==> src/rtl/mailbox_pkg.sv <==
// Package for the parallel mailbox port control and flag logic.
// Assumes one system clock; used by the port control module, the host model and the bench.
package mailbox_pkg;
  // Register addresses on the processor bus
  localparam logic [15:0] FLAG_ADDR = 16'hDF78;
  localparam logic [15:0] ENABLE_ADDR = 16'hDF79;
  localparam logic [15:0] CMD_SLOT_ADDR = 16'hDF7B;
  localparam logic [15:0] DATA_SLOT_ADDR = 16'hDF7F;
  // Slot select codes on the host side
  localparam logic [2:0] SEL_FLAG = 3'h0;
  localparam logic [2:0] SEL_ENABLE = 3'h1;
  localparam logic [2:0] SEL_CMD = 3'h3;
  localparam logic [2:0] SEL_DATA = 3'h7;
  // Reset values
  localparam logic [7:0] ENABLE_RESET = 8'h00;
  localparam logic [7:0] FLAG_RESET = 8'h00;
  // Enable bit positions
  localparam int EN_PORT = 0;
  localparam int EN_STROBE = 1;
  localparam int EN_CMD_OUT = 2;
  localparam int EN_CMD_IN = 3;
  localparam int EN_PROC_HS = 4;
  localparam int EN_HOST_HS = 5;
  localparam int EN_DATA_OUT = 6;
  localparam int EN_DATA_IN = 7;
  // Flag bit positions
  localparam int FL_CMD_OUT = 2;
  localparam int FL_CMD_IN = 3;
  localparam int FL_PROC_HS = 4;
  localparam int FL_HOST_HS = 5;
  localparam int FL_DATA_OUT = 6;
  localparam int FL_DATA_IN = 7;
  // Write masks per side
  localparam logic [7:0] HOST_EN_MASK = 8'h54;
  localparam logic [7:0] PROC_EN_MASK = 8'hAB;
  // Host-side access strobes after synchronising
  typedef struct packed {
    logic wr;
    logic rd;
    logic [2:0] sel;
  } host_acc_t;
  // Whole module state
  typedef struct packed {
    logic [7:0] enable_q;
    logic [7:0] flag_q;
    logic [7:0] cmd_slot_q;
    logic [7:0] data_slot_q;
    logic [7:0] proc_rdata_q;
    logic [7:0] host_rdata_q;
    logic host_oe_n_q;
    logic proc_irq_q;
    logic host_irq_q;
    logic [2:0] rd_sync_q;
    logic [2:0] wr_sync_q;
    logic rd_level_q; // Last agreed level of the host read strobe
    logic wr_level_q; // Last agreed level of the host write strobe
    logic [7:0] hdata_q;
    logic [2:0] hsel_q;
  } state_t;
endpackage : mailbox_pkg

==> src/rtl/parallel_mailbox_port.sv <==
// Control, flag and auto-handshake slot logic of the parallel mailbox port.
// Assumes the host strobes arrive asynchronously and data/select are stable
// for the width of a strobe; processor accesses are one-cycle pulses.
// How it works
// - Enable bits switch port and strobes
// - Bits 3,7 enable inbound slot interrupts
// - Enable bits 2,4,6 written only by host
// - Bits 0,1,3,5,7 and flag4 processor-only
// - Bits 4,5 enable handshake interrupts
// - Host command write sets flag 3
// - Processor command read clears flag 3
// - Slot flags change only on slot events
// - Host writes flag 5, processor reads
// - Processor writes flag 4, host reads
// - Flag bits 1,0 read zero
// - Command slot carries opcodes
// - Data slot carries data or addresses
// - Both sides read and write slots
`timescale 1ns/1ps
module parallel_mailbox_port
  import mailbox_pkg::*;
(
  input wire logic clk_sys,            // System clock
  input wire logic sys_rst,            // Synchronous reset, high
  input wire logic [15:0] proc_addr,   // Processor address
  input wire logic proc_wr,            // Processor write pulse
  input wire logic proc_rd,            // Processor read pulse
  input wire logic [7:0] proc_wdata,   // Processor write data
  output logic [7:0] proc_rdata,       // Processor read data, registered
  input wire logic read_strobe_n,      // Host read strobe, low
  input wire logic write_strobe_n,     // Host write strobe, low
  input wire logic [2:0] slot_select,  // Host register select
  input wire logic [7:0] host_data_i,  // Host data bus in
  output logic [7:0] host_data_o,      // Host data bus out
  output logic host_data_oe_n,         // Host bus drive enable, low
  output logic proc_irq,               // Interrupt to processor
  output logic host_irq                // Interrupt to host
);

  state_t s_q; // Registered state
  state_t s_d; // Next state
  host_acc_t ha; // Host access events this cycle
  logic port_on; // Port and strobes enabled
  logic p_wr_flag; // Processor writes flag register
  logic p_wr_en; // Processor writes enable register
  logic p_wr_cmd; // Processor writes command slot
  logic p_wr_data; // Processor writes data slot
  logic p_rd_cmd; // Processor reads command slot
  logic p_rd_data; // Processor reads data slot
  logic h_wr_flag; // Host writes flag register
  logic h_wr_en; // Host writes enable register
  logic h_wr_cmd; // Host writes command slot
  logic h_wr_data; // Host writes data slot
  logic h_rd_cmd; // Host reads command slot
  logic h_rd_data; // Host reads data slot
  logic [7:0] fl; // Working flag value

  // Host strobe edges: a fall counts once stages 2 and 3 agree on low
  always_comb begin
    port_on = s_q.enable_q[EN_PORT] && s_q.enable_q[EN_STROBE];
    ha.sel = s_q.hsel_q;
    // Both stages low while the last agreed level was still high
    ha.wr = port_on && !s_q.wr_sync_q[1] && !s_q.wr_sync_q[2] && s_q.wr_level_q;
    ha.rd = port_on && !s_q.rd_sync_q[1] && !s_q.rd_sync_q[2] && s_q.rd_level_q;
  end

  // Decode of accesses from both sides
  always_comb begin
    p_wr_flag = proc_wr && (proc_addr == FLAG_ADDR);
    p_wr_en = proc_wr && (proc_addr == ENABLE_ADDR);
    p_wr_cmd = proc_wr && (proc_addr == CMD_SLOT_ADDR);
    p_wr_data = proc_wr && (proc_addr == DATA_SLOT_ADDR);
    p_rd_cmd = proc_rd && (proc_addr == CMD_SLOT_ADDR);
    p_rd_data = proc_rd && (proc_addr == DATA_SLOT_ADDR);
    h_wr_flag = ha.wr && (ha.sel == SEL_FLAG);
    h_wr_en = ha.wr && (ha.sel == SEL_ENABLE);
    h_wr_cmd = ha.wr && (ha.sel == SEL_CMD);
    h_wr_data = ha.wr && (ha.sel == SEL_DATA);
    h_rd_cmd = ha.rd && (ha.sel == SEL_CMD);
    h_rd_data = ha.rd && (ha.sel == SEL_DATA);
  end

  // Next-state logic
  always_comb begin
    s_d = s_q;
    fl = s_q.flag_q;
    // Three-stage synchronisers; stage 1 feeds only stage 2
    s_d.rd_sync_q = {s_q.rd_sync_q[1:0], read_strobe_n};
    s_d.wr_sync_q = {s_q.wr_sync_q[1:0], write_strobe_n};
    // Agreed level moves only once stages 2 and 3 show the same value
    if (s_q.rd_sync_q[1] == s_q.rd_sync_q[2]) s_d.rd_level_q = s_q.rd_sync_q[2];
    if (s_q.wr_sync_q[1] == s_q.wr_sync_q[2]) s_d.wr_level_q = s_q.wr_sync_q[2];
    // Capture host data and select every cycle; a strobe event uses the copy
    // taken just before it, while the host still holds them steady
    s_d.hdata_q = host_data_i;
    s_d.hsel_q = slot_select;
    // Enable register: each side writes only its own bits
    if (p_wr_en) begin
      s_d.enable_q = (s_d.enable_q & ~PROC_EN_MASK) | (proc_wdata & PROC_EN_MASK);
    end
    if (h_wr_en) begin
      s_d.enable_q = (s_d.enable_q & ~HOST_EN_MASK) | (s_q.hdata_q & HOST_EN_MASK);
    end
    // Manual handshake bits, each written by one side only
    if (p_wr_flag) begin
      fl[FL_PROC_HS] = proc_wdata[FL_PROC_HS];
    end
    if (h_wr_flag) begin
      fl[FL_HOST_HS] = s_q.hdata_q[FL_HOST_HS];
    end
    // Slot clears first, sets after so a set wins
    if (p_rd_cmd) fl[FL_CMD_IN] = 1'b0;
    if (p_rd_data) fl[FL_DATA_IN] = 1'b0;
    if (h_rd_cmd) fl[FL_CMD_OUT] = 1'b0;
    if (h_rd_data) fl[FL_DATA_OUT] = 1'b0;
    // Writes into a slot raise the flag toward the reading side
    if (h_wr_cmd) fl[FL_CMD_IN] = 1'b1;
    if (h_wr_data) fl[FL_DATA_IN] = 1'b1;
    if (p_wr_cmd) fl[FL_CMD_OUT] = 1'b1;
    if (p_wr_data) fl[FL_DATA_OUT] = 1'b1;
    // Low bits are reserved and always read as zero
    fl[1:0] = 2'h0;
    s_d.flag_q = fl;
    // Slots: both sides write, processor wins on a tie
    if (h_wr_cmd) s_d.cmd_slot_q = s_q.hdata_q;
    if (h_wr_data) s_d.data_slot_q = s_q.hdata_q;
    if (p_wr_cmd) s_d.cmd_slot_q = proc_wdata;
    if (p_wr_data) s_d.data_slot_q = proc_wdata;
    // Processor read data
    case (proc_addr)
      FLAG_ADDR: s_d.proc_rdata_q = s_q.flag_q;
      ENABLE_ADDR: s_d.proc_rdata_q = s_q.enable_q;
      CMD_SLOT_ADDR: s_d.proc_rdata_q = s_q.cmd_slot_q;
      DATA_SLOT_ADDR: s_d.proc_rdata_q = s_q.data_slot_q;
      default: s_d.proc_rdata_q = 8'h00;
    endcase
    // Host read data, driven while read strobe held low
    case (s_q.hsel_q)
      SEL_FLAG: s_d.host_rdata_q = s_q.flag_q;
      SEL_ENABLE: s_d.host_rdata_q = s_q.enable_q;
      SEL_CMD: s_d.host_rdata_q = s_q.cmd_slot_q;
      SEL_DATA: s_d.host_rdata_q = s_q.data_slot_q;
      default: s_d.host_rdata_q = 8'h00;
    endcase
    // Host bus driven only during an agreed read strobe with the port on
    s_d.host_oe_n_q = !(port_on && !s_q.rd_sync_q[1] && !s_q.rd_sync_q[2]);
    // Interrupts: flag and enable both set, port on
    s_d.proc_irq_q = s_q.enable_q[EN_PORT] && (
      (s_q.flag_q[FL_CMD_IN] && s_q.enable_q[EN_CMD_IN]) ||
      (s_q.flag_q[FL_DATA_IN] && s_q.enable_q[EN_DATA_IN]) ||
      (s_q.flag_q[FL_HOST_HS] && s_q.enable_q[EN_HOST_HS]));
    s_d.host_irq_q = s_q.enable_q[EN_PORT] && (
      (s_q.flag_q[FL_CMD_OUT] && s_q.enable_q[EN_CMD_OUT]) ||
      (s_q.flag_q[FL_DATA_OUT] && s_q.enable_q[EN_DATA_OUT]) ||
      (s_q.flag_q[FL_PROC_HS] && s_q.enable_q[EN_PROC_HS]));
  end

  // State register
  always_ff @(posedge clk_sys) begin
    if (sys_rst) begin
      s_q <= '0;
      s_q.enable_q <= ENABLE_RESET;
      s_q.flag_q <= FLAG_RESET;
      s_q.host_oe_n_q <= 1'b1;
      s_q.rd_sync_q <= 3'h7;
      s_q.wr_sync_q <= 3'h7;
      s_q.rd_level_q <= 1'b1;
      s_q.wr_level_q <= 1'b1;
    end else begin
      s_q <= s_d;
    end
  end

  // Outputs straight from flip-flops
  assign proc_rdata = s_q.proc_rdata_q;
  assign host_data_o = s_q.host_rdata_q;
  assign host_data_oe_n = s_q.host_oe_n_q;
  assign proc_irq = s_q.proc_irq_q;
  assign host_irq = s_q.host_irq_q;

  // Checks
  // Reset leaves both registers cleared
  a_reset_clears: assert property (@(posedge clk_sys)
    sys_rst |=> (s_q.enable_q == 8'h00 && s_q.flag_q == 8'h00))
    else $error("reset did not clear registers");
  // Host enable writes leave processor bits alone
  a_host_en_mask: assert property (@(posedge clk_sys) disable iff (sys_rst)
    h_wr_en && !p_wr_en |=> (s_q.enable_q & PROC_EN_MASK) == ($past(s_q.enable_q) & PROC_EN_MASK))
    else $error("host changed processor enable bits");
  // Processor enable writes leave host bits alone
  a_proc_en_mask: assert property (@(posedge clk_sys) disable iff (sys_rst)
    p_wr_en && !h_wr_en |=> (s_q.enable_q & HOST_EN_MASK) == ($past(s_q.enable_q) & HOST_EN_MASK))
    else $error("processor changed host enable bits");
  // Host command write raises flag 3
  a_cmd_in_set: assert property (@(posedge clk_sys) disable iff (sys_rst)
    h_wr_cmd |=> s_q.flag_q[FL_CMD_IN])
    else $error("host command write did not set flag");
  // Processor command read drops flag 3
  a_cmd_in_clr: assert property (@(posedge clk_sys) disable iff (sys_rst)
    p_rd_cmd && !h_wr_cmd |=> !s_q.flag_q[FL_CMD_IN])
    else $error("processor command read did not clear flag");
  // Reserved flag bits stay zero
  a_low_zero: assert property (@(posedge clk_sys) disable iff (sys_rst)
    s_q.flag_q[1:0] == 2'h0)
    else $error("flag low bits not zero");
  // Flag 3 moves only on command slot events
  a_slot_flag_hold: assert property (@(posedge clk_sys) disable iff (sys_rst)
    !(p_rd_cmd || h_wr_cmd) |=> s_q.flag_q[FL_CMD_IN] == $past(s_q.flag_q[FL_CMD_IN]))
    else $error("command flag changed without slot event");
  // Processor handshake bit takes the written value
  a_proc_hs: assert property (@(posedge clk_sys) disable iff (sys_rst)
    p_wr_flag |=> s_q.flag_q[FL_PROC_HS] == $past(proc_wdata[FL_PROC_HS]))
    else $error("processor handshake bit not written");
  // Processor interrupt needs a flag and its enable
  a_irq_gate: assert property (@(posedge clk_sys) disable iff (sys_rst)
    proc_irq |-> $past(s_q.enable_q[EN_PORT]) && $past(s_q.flag_q & s_q.enable_q & 8'hA8) != 8'h00)
    else $error("processor interrupt without flag and enable");
  // Processor data write raises flag 6, then the host interrupt when enabled
  a_data_out: assert property (@(posedge clk_sys) disable iff (sys_rst)
    p_wr_data |=> s_q.flag_q[FL_DATA_OUT] ##1
      (!($past(s_q.enable_q[EN_PORT]) && $past(s_q.enable_q[EN_DATA_OUT])) || host_irq))
    else $error("processor data write did not raise host flag");
  // No host bus drive while port or strobes are off
  a_oe_gate: assert property (@(posedge clk_sys) disable iff (sys_rst)
    !(s_q.enable_q[EN_PORT] && s_q.enable_q[EN_STROBE]) |=> host_data_oe_n)
    else $error("host bus driven while port disabled");
  // One host write event per strobe fall
  a_strobe_once: assert property (@(posedge clk_sys) disable iff (sys_rst)
    ha.wr |=> !ha.wr)
    else $error("host write event repeated");
  // Host handshake bit takes the host's value
  a_host_hs_write: assert property (@(posedge clk_sys) disable iff (sys_rst)
    h_wr_flag |=> s_q.flag_q[FL_HOST_HS] == $past(s_q.hdata_q[FL_HOST_HS]))
    else $error("host handshake bit not written");
  // Processor flag writes leave the host handshake bit
  a_proc_host_hs: assert property (@(posedge clk_sys) disable iff (sys_rst)
    p_wr_flag && !h_wr_flag |=> s_q.flag_q[FL_HOST_HS] == $past(s_q.flag_q[FL_HOST_HS]))
    else $error("processor changed host handshake bit");
  // Host flag writes leave the processor handshake bit
  a_host_proc_hs: assert property (@(posedge clk_sys) disable iff (sys_rst)
    h_wr_flag && !p_wr_flag |=> s_q.flag_q[FL_PROC_HS] == $past(s_q.flag_q[FL_PROC_HS]))
    else $error("host changed processor handshake bit");
  // Host data write raises flag 7
  a_data_in_set: assert property (@(posedge clk_sys) disable iff (sys_rst)
    h_wr_data |=> s_q.flag_q[FL_DATA_IN])
    else $error("host data write did not set flag");
  // Processor data read drops flag 7
  a_data_in_clr: assert property (@(posedge clk_sys) disable iff (sys_rst)
    p_rd_data && !h_wr_data |=> !s_q.flag_q[FL_DATA_IN])
    else $error("processor data read did not clear flag");
  // Processor command write raises flag 2
  a_cmd_out_set: assert property (@(posedge clk_sys) disable iff (sys_rst)
    p_wr_cmd |=> s_q.flag_q[FL_CMD_OUT])
    else $error("processor command write did not set flag");
  // Host command read drops flag 2
  a_cmd_out_clr: assert property (@(posedge clk_sys) disable iff (sys_rst)
    h_rd_cmd && !p_wr_cmd |=> !s_q.flag_q[FL_CMD_OUT])
    else $error("host command read did not clear flag");
  // Host data read drops flag 6
  a_data_out_clr: assert property (@(posedge clk_sys) disable iff (sys_rst)
    h_rd_data && !p_wr_data |=> !s_q.flag_q[FL_DATA_OUT])
    else $error("host data read did not clear flag");
  // Flag 7 moves only on data slot events
  a_data_flag_hold: assert property (@(posedge clk_sys) disable iff (sys_rst)
    !(p_rd_data || h_wr_data) |=> s_q.flag_q[FL_DATA_IN] == $past(s_q.flag_q[FL_DATA_IN]))
    else $error("data flag changed without slot event");
  // Flag 2 moves only on command slot events
  a_cmd_flag_hold: assert property (@(posedge clk_sys) disable iff (sys_rst)
    !(h_rd_cmd || p_wr_cmd) |=> s_q.flag_q[FL_CMD_OUT] == $past(s_q.flag_q[FL_CMD_OUT]))
    else $error("outbound command flag changed without slot event");
  // Host interrupt needs a flag and its enable
  a_host_irq_gate: assert property (@(posedge clk_sys) disable iff (sys_rst)
    host_irq |-> $past(s_q.enable_q[EN_PORT]) &&
      $past(s_q.flag_q & s_q.enable_q & 8'h54) != 8'h00)
    else $error("host interrupt without flag and enable");
  // Enabled command flag interrupts the processor
  a_cmd_irq_set: assert property (@(posedge clk_sys) disable iff (sys_rst)
    s_q.enable_q[EN_PORT] && s_q.flag_q[FL_CMD_IN] && s_q.enable_q[EN_CMD_IN] |=> proc_irq)
    else $error("enabled command flag did not interrupt processor");
  // Enabled processor handshake interrupts the host
  a_proc_hs_irq: assert property (@(posedge clk_sys) disable iff (sys_rst)
    s_q.enable_q[EN_PORT] && s_q.flag_q[FL_PROC_HS] && s_q.enable_q[EN_PROC_HS] |=> host_irq)
    else $error("enabled processor handshake did not interrupt host");
  // Host write fills the command slot
  a_cmd_slot_host: assert property (@(posedge clk_sys) disable iff (sys_rst)
    h_wr_cmd && !p_wr_cmd |=> s_q.cmd_slot_q == $past(s_q.hdata_q))
    else $error("host command write lost");
  // Host write fills the data slot
  a_data_slot_host: assert property (@(posedge clk_sys) disable iff (sys_rst)
    h_wr_data && !p_wr_data |=> s_q.data_slot_q == $past(s_q.hdata_q))
    else $error("host data write lost");
  // Processor write fills the command slot
  a_slot_proc_wr: assert property (@(posedge clk_sys) disable iff (sys_rst)
    p_wr_cmd |=> s_q.cmd_slot_q == $past(proc_wdata))
    else $error("processor command write lost");
  // Main scenarios
  c_host_cmd: cover property (@(posedge clk_sys) h_wr_cmd ##[1:20] p_rd_cmd);
  c_proc_data: cover property (@(posedge clk_sys) p_wr_data ##[1:40] h_rd_data);
  c_proc_irq: cover property (@(posedge clk_sys) $rose(proc_irq));
  c_host_irq: cover property (@(posedge clk_sys) $rose(host_irq));
  c_host_hs: cover property (@(posedge clk_sys) h_wr_flag ##[1:20] proc_irq);

endmodule : parallel_mailbox_port

==> config.mk <==
export PLATFORM = sky130hd
export DESIGN_NAME = parallel_mailbox_port
export DESIGN_NICKNAME = d
export VERILOG_FILES = /design/src/rtl/mailbox_pkg.sv /design/src/rtl/parallel_mailbox_port.sv
export SDC_FILE = /design/constraint.sdc
export NUM_CORES = 1
export LEC_CHECK = 0
export BUFFER_PORTS_ARGS = -buffer_cell sky130_fd_sc_hd__buf_2
export CAP_MARGIN = 10
export CORE_UTILIZATION = 55
export CTS_CLUSTER_SIZE = 16
export DETAILED_ROUTE_END_ITERATION = 8
export GPL_TIMING_DRIVEN = 0
export HOLD_SLACK_MARGIN = 0.05
export PLACE_DENSITY = 0.83
export SKIP_CTS_REPAIR_TIMING = 1
export SLEW_MARGIN = 30
export SYNTH_ARGS = -nofsm -noshare
export SYNTH_HDL_FRONTEND = slang
export SYNTH_SLANG_ARGS = --single-unit
==> constraint.sdc <==
create_clock -name clk_sys -period 3.05 [get_ports clk_sys]
set_clock_uncertainty 0.05 [all_clocks]
set_input_delay 0.1525 -clock clk_sys [delete_from_list [all_inputs] [get_ports clk_sys]]
set_output_delay 0.1525 -clock clk_sys [all_outputs]
set_load 0.005 [all_outputs]
**Word-level counts from Yosys, hierarchy flattened**

Index checks and enable logic that the tools add are counted.

- Equal/unequal tests: 9
- Multiplexer cells: 16
- Bitwise operators: 2
- Reductions and logical operators: 44

Operator list:

| operator | number |
|---|---|
| $eq 16x16->1 const B | 4 |
| $pmux 8 s4 | 2 |
| $mux 8 | 6 |
| $logic_and 1x1->1 | 27 |
| $reduce_bool 2->1 | 7 |
| $mux 1 | 8 |
| $or 7x8->8 | 1 |
| $or 8x7->8 | 1 |
| $logic_not 1->1 | 5 |
| $logic_or 1x1->1 | 4 |
| $eq 3x1->1 const B | 1 |
| $eq 3x2->1 const B | 1 |
| $eq 3x3->1 const B | 1 |
| $logic_not 3->1 | 1 |
| $eq 1x1->1 | 2 |

- Flip-flop bits (word level): 70
- Input bits: 41
- Output and inout port bits: 19
- Logic and storage cells: 93

**Longest topological paths before layout**

Gate-level depths: netlist of the first run.

- Word-level depth: 7
- Gate-level depth with buffers: 6

**Worst setup path after synthesis of the first run**

No wires, ideal clock.

- Path kind: reg-to-reg
- From: register s_q, in the netlist ha[2]
- To: register s_q[64] (netlist bit)
- Library setup time: 128 ps
- Arrival time: 1411 ps
- Data required time: 2872 ps
- Slack: 1462 ps
- Stages on the path, launching flop included: 7
- Buffers on the path: 2
- Period minus slack after synthesis: 1588 ps
- Path through: dfxtp_1 > buf_2 > or2_2 > buf_2 > nor4b_4 > mux2i_1 > nor2_1

- Word-level cells in the longest chain between the ends: 3
- Elaborated cells between the ends (all ways): 4
- Classes of those cells: 1 x eq/ne; 1 x mux; 2 x reduce/logical

RTL lines:

| element | RTL line | RTL |
|---|---|---|
| start, declared | parallel_mailbox_port.sv:40 | `state_t s_q;` |
| $eq 3x1->1 * | parallel_mailbox_port.sv:76 | `h_wr_en = ha.wr && (ha.sel == SEL_ENABLE);` |
| $logic_and 1x1->1 * | parallel_mailbox_port.sv:76 |  |
| $mux 8 / $reduce_bool 2->1 (equally long branches) | n/a |  |

Every way passes the cells marked *; elsewhere a longest branch is shown, timed or not.
A chain may end at the register's enable or synchronous reset.

**Worst setup path in the final report of the first run**

- From: register s_q[62] (netlist bit)
- To: register s_q[51] (netlist bit)

- Word-level cells in the longest chain between the ends: 6

RTL lines:

| element | RTL line | RTL |
|---|---|---|
| $logic_and 1x1->1 | parallel_mailbox_port.sv:60 | `port_on = s_q.enable_q[EN_PORT] && s_q.enable_q[EN_STROBE];` |
| $logic_and 1x1->1 (3 in series) | parallel_mailbox_port.sv:63 | `ha.wr = port_on && !s_q.wr_sync_q[1] && !s_q.wr_sync_q[2] && s_q.wr_level_q;` |
| $logic_and 1x1->1 | parallel_mailbox_port.sv:77 | `h_wr_cmd = ha.wr && (ha.sel == SEL_CMD);` |
| $reduce_bool 2->1 (no source line) | n/a |  |

No other way between the ends.

==> results.md, run 1 <==
- Status: completed
- Power Density: 480.5 nW/um2
- Placed insts: 444
- Worst Setup Start Kind: flip-flop
- Final WL: 7666 um
- GRT Util Overall: 0.2642
- Commonest non-fill, non-tap cell in the layout: dfxtp_1
- CTS tree: built
- Levels on crit path: 5
- Final ANT Viol Nets: 0
- Maximum VDD drop: 0.3444 mV
- Worst slew margin: 0.4837
- Final nets: 440
- Sum of negative setup slack: 0 ns
- Area grow syn2layout: 24.37%
- Total gr overflow: 0
- Worst hold stages: 3
- Area of the core: 5473 um2
- Fin cells: 475
- Mapped Area: 3117 um2
- #FFs+latches synth: 68
- Critical path peak fanout: 9
- Count of pins over their slew limit: 0
- Sw Share: 0.2166
- RD Place Congestion: 0.9598
- CTS root buf: clkbuf_8
- Switch Pwr: 0.0004034 W
- Max Fclk: 0.5539 GHz
- Vias in the first global route: 2475
- Measured slew at the worst slew-check pin: 0.7680 ns
- Unique masters post-synth: 46
- Most frequent cells in the layout: dfxtp_1 (68), buf_2 (61), a21oi_1 (35), mux2i_1 (25), nor2_1 (22)
- Synth warn: 0
- Chip Height: 77.28 um
- Critical path data arrival time: 1.99 ns
- Combinational power share: 0.069
- Register-to-Register Setup Slack: 1.24 ns
- Largest stage delay, worst path: 0.46 ns
- Buf/Inv on CP: 1
- Lkg Pwr: 1.548 nW
- Clock-pin slew on the worst setup and hold paths: 0.07 ns
- Post-detail-place hpwl: 5310 um
- # clock sinks: 68
- Clock power frac: 0.443
- Via count: 2762
- Largest net degree at the start of global routing: 12
- Num CTS Buffers: 9
- Layout cells sized above 1: 0.3102
- Post-route clock period utilization: 0.5920
- Initial core utilization: 0.5695
- Setup crit end kind: flip-flop
- Setup violators final: 0
- Hold Crit Class: in -> reg
- DIE AREA: 5972 um2
- Avg Inst Size Synth: 9.894 um2
- Post-synthesis sequential area ratio: 0.4368
- DRC viols: 0
- Unrepaired setup endpoints after global routing: false
- Crit path required time: 3.23 ns
- CP max-delay cell: dfxtp_1
- Iteration-0 DRC Markers: 322
- Final Critical Period: 1.806 ns
- Kind of critical path: reg -> reg
- Antenna Cells: 0
- Via density per instance: 5.815
- Syn Inst Count: 315
- Max cap viols: 0
- Seq pwr share: 0.487
- Port-buffer cells: 57
- Largest delay contributor family on the critical path: simple AND/OR/NAND/NOR gates
- Worst-case clock buffer depth: 2
- Internal Power: 0.001459 W
- Initial antenna violation count: 0
- H-tree Lvls: 3
- Pre-Repair DR Iteration Count: 6
- Skew-Pair Late Insertion Delay: 0.34 ns
- I/O pins: 60
- Hold Vio Cnt, Final: 0
- Number of cells on the worst reg-to-reg path: 5
- Routed WL per cell: 16.14 um
- First-pass GRT wire length: 11990 um
- Crit-path cells: nand4b_1 -> nor4_1 -> buf_2 -> mux2i_1 -> a21oi_1
- Rows: 27
- Syn_nets: 356
- Die X: 77.28 um
## cell usage after synthesis (all sizes together)
cell type  number  area share
o31ai           1      0.0024
mux2i          25       0.080
a21o            1      0.0024
and2            1      0.0020
nand3b          1      0.0024
a21oi          35       0.056
or3             1      0.0020
nor2b          11       0.022
nand4bb         1      0.0036
buf            23       0.051
a22oi          14       0.034
nor4            7       0.030
mux2            3       0.011
clkbuf          9       0.011
a31o            9       0.025
nand3           8       0.014
inv            12       0.014
nor2           22       0.026
dfxtp          68        0.44
a22o            1      0.0028
nor4b           3       0.018
a221oi          5       0.014
or4             2      0.0048
or4b            1      0.0032
a41o            8       0.026
nand2b          2      0.0040
o21ai           9       0.014
o21bai          2      0.0048
nand4b          5       0.024
nand2           6      0.0096
a222oi          4       0.013
or2             7       0.014
nor3            2      0.0032
and3            1      0.0020
nand4           3       0.011
nor3b           2      0.0048
## worst reg2reg max path, delay by kind of cell, from the launching register on
family | cells | cell delay (ns)
and+or+nand+nor | 2 | 0.54
DFF | 1 | 0.46
buffers and inverters | 1 | 0.33
muxes | 1 | 0.24
AOI/OAI and AO/OA | 1 | 0.08
## through the flow
stage | total power, W | setup slack [ns] | area (um2) | utilization | hold WS (ns)
after global placement | 0.001035 | 1.218 | 3492 | 0.6381 | 0.2866
after global routing | 0.001922 | 1.105 | 3876 | 0.7083 | 0.05044
after floorplan | 0.0009887 | 1.462 | 3117 | - | 0.2063
final | 0.001862 | 1.244 | 3876 | 0.7083 | 0.03508
after detailed placement | 0.001039 | 1.172 | 3492 | 0.6381 | 0.2913
after CTS | 0.001846 | 1.250 | 3716 | 0.6790 | -0.06066
## path summary, 6_finish.rpt
check,from,endpoint
max,s_q[62],s_q[51]
min,proc_wdata[0],s_q[62]
max reg2reg,s_q[62],s_q[51]
min reg2reg,s_d[17],s_d[18]
## logic make-up (layout without fill, tap and decap cells)
kind of cell,after synthesis,in the layout,synth area share
AOI/OAI and AO/OA,89,89,0.1947
muxes,28,28,0.09113
DFF,68,68,0.4368
and+or+nand+nor,86,86,0.2011
buffers and inverters,44,132,0.07628
## routing by layer
metal,routed length (um),vias to the layer above,global-route usage
li1,-,1326,-
met1,3086,1243,0.3393
met2,3668,170,0.4239
met3,740,23,0.05000
met4,171,0,0.1283
met5,0,-,0
## power groups by stage
stage          clock network [W]   logic, W  registers [W]
6_report                0.000826   0.000129       0.000908
4_1_cts                 0.000827   0.000112       0.000908
5_1_grt                 0.000874   0.000139       0.000908
2_1_floorplan                  0  0.0000639       0.000925
3_3_place_gp                   0   0.000108       0.000927
3_5_place_dp                   0   0.000111       0.000928
## area by class of cell
type / count / area (um2)
Buffer: 32 / 192.7
Clock buffer: 11 / 151.4
Clock inverter: 4 / 72.57
Fill cell: 420 / 1597
Inverter: 12 / 45.04
Multi-Input combinational cell: 203 / 1518
Sequential cell: 68 / 1361
Tap cell: 72 / 90.09
Timing Repair Buffer: 73 / 445.4
## registers in the layout (all words and copies together), names as in the netlist
register / flops
host_irq: 1
s_q: 42
ha: 3
host_data_o: 8
proc_rdata: 8
proc_irq: 1
host_data_oe_n: 1
s_d: 4
No activity file was read; power rests on OpenSTA's default activity.
==> inputs of run 2 (changes only) <==
ABC_AREA = 1   (was default)
clock period = 1.9 ns   (was 3.05 ns; I/O delays follow)
==> results.md, run 2 <==
- Mapped Area: 3341 um2 (was 3117 um2)
- GRT Util Overall: 0.2840 (was 0.2642)
- Register-to-Register Setup Slack: 0.25 ns (was 1.24 ns)
- Count of pins over their slew limit: 0 (unchanged)
- Largest net degree at the start of global routing: 12 (unchanged)
- Unrepaired setup endpoints after global routing: false (unchanged)
- Commonest register cell after synthesis: dfxtp_1 (unchanged)
- Area of the core: 5886 um2 (was 5473 um2)
- Post-route clock period utilization: 0.8691 (was 0.5920)
- Final WL: 8713 um (was 7666 um)
- R2r startpoint: ha[0] (was s_q[62])
- Setup violators final: 0 (unchanged)
- First-pass GRT wire length: 13600 um (was 11990 um)
- Area contributors post-synth: dfxtp_1 (41%), nand2_1 (14%), nand3_1 (9.9%) (was dfxtp_1 (44%), mux2i_1 (8.0%), a21oi_1 (5.6%))
- Critical path peak fanout: 10 (was 9)
- Post-synthesis sequential area ratio: 0.4075 (was 0.4368)
- Largest stage delay, worst path: 0.37 ns (was 0.46 ns)
- Rows: 28 (was 27)
- RD Place Congestion: 0.9497 (was 0.9598)
- Via density per instance: 5.330 (was 5.815)
- Die X: 79.94 um (was 77.28 um)
- Largest delay contributor family on the critical path: simple AND/OR/NAND/NOR gates (unchanged)
- Layout cells sized above 1: 0.2351 (was 0.3102)
- Status: completed (unchanged)
- Final ANT Viol Nets: 0 (unchanged)
- Worst-case clock buffer depth: 2 (unchanged)
- Total gr overflow: 0 (unchanged)
- Max Fclk: 0.6056 GHz (was 0.5539 GHz)
- Setup crit end kind: flip-flop (unchanged)
- Max cap viols: 0 (unchanged)
- EDFF count, synth: 0 (unchanged)
- Iteration-0 DRC Markers: 326 (was 322)
- CTS root buf: clkbuf_8 (unchanged)
- Lkg Pwr: 1.905 nW (was 1.548 nW)
- Worst hold stages: 5 (was 3)
- CP max-delay cell: dfxtp_1 (unchanged)
- Hold Crit Class: in -> reg (unchanged)
- Post-detail-place hpwl: 5971 um (was 5310 um)
- Kind of critical path: reg -> reg (unchanged)
- Hold Vio Cnt, Final: 0 (unchanged)
- H-tree Lvls: 3 (unchanged)
- Worst slew margin: 0.4452 (was 0.4837)
- Via count: 3438 (was 2762)
- R2R Path End: s_q[46] (was s_q[51])
- Sum of negative setup slack: 0 ns (unchanged)
- Power Density: 679.6 nW/um2 (was 480.5 nW/um2)
- Maximum VDD drop: 0.5104 mV (was 0.3444 mV)
- Port-buffer cells: 58 (was 57)
- Seq pwr share: 0.519 (was 0.487)
- Measured slew at the worst slew-check pin: 0.8267 ns (was 0.7680 ns)
- I/O pins: 60 (unchanged)
- HP Start: proc_wdata[6] (was proc_wdata[0])
- Levels on crit path: 7 (was 5)
- Most common cell in the netlist: nand2_1 (was dfxtp_1)
- Max FFs per register: 42 (unchanged)
- Internal Power: 0.002131 W (was 0.001459 W)
- Share of the synthesized area in the top cell type: 0.4075 (was 0.4368)
- Routed WL per cell: 13.51 um (was 16.14 um)
- Commonest non-fill, non-tap cell in the layout: nand2_1 (was dfxtp_1)
- Asr flop ratio synth: 0 (unchanged)
- Crit-path cells: nand2_2 -> nor2_4 -> inv_2 -> nor2_4 -> inv_2 -> nand3_1 -> a21oi_1 (was nand4b_1 -> nor4_1 -> buf_2 -> mux2i_1 -> a21oi_1)
- Synth warn: 0 (unchanged)
- PnR Total Power: 0.002806 W (was 0.001862 W)
- Initial core utilization: 0.5676 (was 0.5695)
- Switch Pwr: 0.0006754 W (was 0.0004034 W)
- Combinational power share: 0.070 (was 0.069)
- Unique masters post-synth: 28 (was 46)
- Syn_nets: 515 (was 356)
- Hold endpoint: s_q[44] (was s_q[62])
- Final Critical Period: 1.651 ns (was 1.806 ns)
- Critical path data arrival time: 1.82 ns (was 1.99 ns)
- #FFs+latches synth: 68 (unchanged)
- Worst Setup Start Kind: flip-flop (unchanged)
- Syn Inst Count: 474 (was 315)
- # clock sinks: 68 (unchanged)
- Top cells by count, synth: nand2_1 (127), dfxtp_1 (68), nand3_1 (66), nor2_1 (52), inv_1 (51) (was dfxtp_1 (68), a21oi_1 (35), mux2i_1 (25), nor2_1 (22), buf_4 (16))
- Pre-Repair DR Iteration Count: 5 (was 6)
- Sw Share: 0.2407 (was 0.2166)
- Num CTS Buffers: 9 (unchanged)
- Avg Inst Size Synth: 7.048 um2 (was 9.894 um2)
- CTS tree: built (unchanged)
- Clock power frac: 0.411 (was 0.443)
- Antenna Cells: 0 (unchanged)
- Initial antenna violation count: 0 (unchanged)
- Final nets: 606 (was 440)
- Skew-Pair Late Insertion Delay: 0.36 ns (was 0.34 ns)
- Crit path required time: 2.07 ns (was 3.23 ns)
- DRC viols: 0 (unchanged)
- Most frequent cells in the layout: nand2_1 (127), dfxtp_1 (68), nand3_1 (66), buf_2 (59), nor2_1 (52) (was dfxtp_1 (68), buf_2 (61), a21oi_1 (35), mux2i_1 (25), nor2_1 (22))
- Buf/Inv on CP: 2 (was 1)
- Vias in the first global route: 2935 (was 2475)
- DIE AREA: 6390 um2 (was 5972 um2)
- Area grow syn2layout: 23.60% (was 24.37%)
- Fillers: 523 (was 420)
- Reg with most FFs: s_q (unchanged)
- Number of cells on the worst reg-to-reg path: 7 (was 5)
- Yosys top cell by area: dfxtp_1 (unchanged)
- Chip Height: 79.94 um (was 77.28 um)
- Clock-pin slew on the worst setup and hold paths: 0.07 ns (about the same)
run 2: cell families (layout without fill, tap and decap cells):
group	count (synthesis)	in the layout	synth area share
AND/OR/NAND/NOR	272	272	0.3783
buffers and inverters	86	182	0.1296
flip-flops	68	68	0.4075
AO/OA/AOI/OAI	48	48	0.08464
run 2: layer usage:
metal  track usage  wire length, um  part of all wire  vias to the layer above
met2        0.4726             4069              0.47                      192
met5             0                0                 0                        -
met4        0.1446              334             0.038                        0
met3       0.03543              792             0.091                       35
met1        0.3588             3517              0.40                     1547
li1              -                -                 -                     1664
run 2: worst max-delay path by stage:
stage | from | end | slack [ns]
floorplan | ha[2] | s_q[43] | 0.61
global placement | ha[2] | s_q[43] | 0.36
detailed placement | ha[0] | s_q[48] | 0.32
CTS | ha[0] | s_q[48] | 0.30
global route | s_q[63] | s_q[39] | 0.10
finish | ha[0] | s_q[46] | 0.25
run 2: power groups by stage:
stage          Combinational (W)  Clock [W]  Sequential, W
2_1_floorplan          0.0000871          0        0.00148
3_3_place_gp            0.000152          0        0.00149
3_5_place_dp            0.000156          0        0.00149
4_1_cts                 0.000157    0.00115        0.00145
5_1_grt                 0.000214    0.00122        0.00146
6_report                0.000196    0.00115        0.00146
run 2: final cells by class:
type,count,area [um2],share of cell area
buffer,26,205.2,0.04970
multi-input combinational,320,1546,0.3745
sequential,68,1361,0.3297
tap,75,93.84,0.02273
inverter,60,227.7,0.05515
clock buffer,11,131.4,0.03182
timing repair buffer,80,510.5,0.1236
clock inverter,5,52.55,0.01273
run 2: worst register-to-register path, cell delays in order, from the launching register on:
cell and delay (ns):
dfxtp_1 0.37, nand2_2 0.12, nor2_4 0.29, inv_2 0.08, nor2_4 0.25, inv_2 0.16
nand3_1 0.12, a21oi_1 0.07
run 2: per-stage QoR:
step / worst slack (ns) / hold slack, ns / util / instance area, um2 / std cells
floorplan: 0.6085 / 0.1488 / - / 3341 / 474
global placement: 0.3599 / 0.2277 / 0.6329 / 3725 / 607
detailed placement: 0.3188 / 0.2290 / 0.6329 / 3725 / 607
CTS: 0.2990 / -0.1244 / 0.6641 / 3909 / 623
global route: 0.1006 / 0.1021 / 0.7015 / 4129 / 645
finish: 0.2488 / 0.06824 / 0.7015 / 4129 / 645
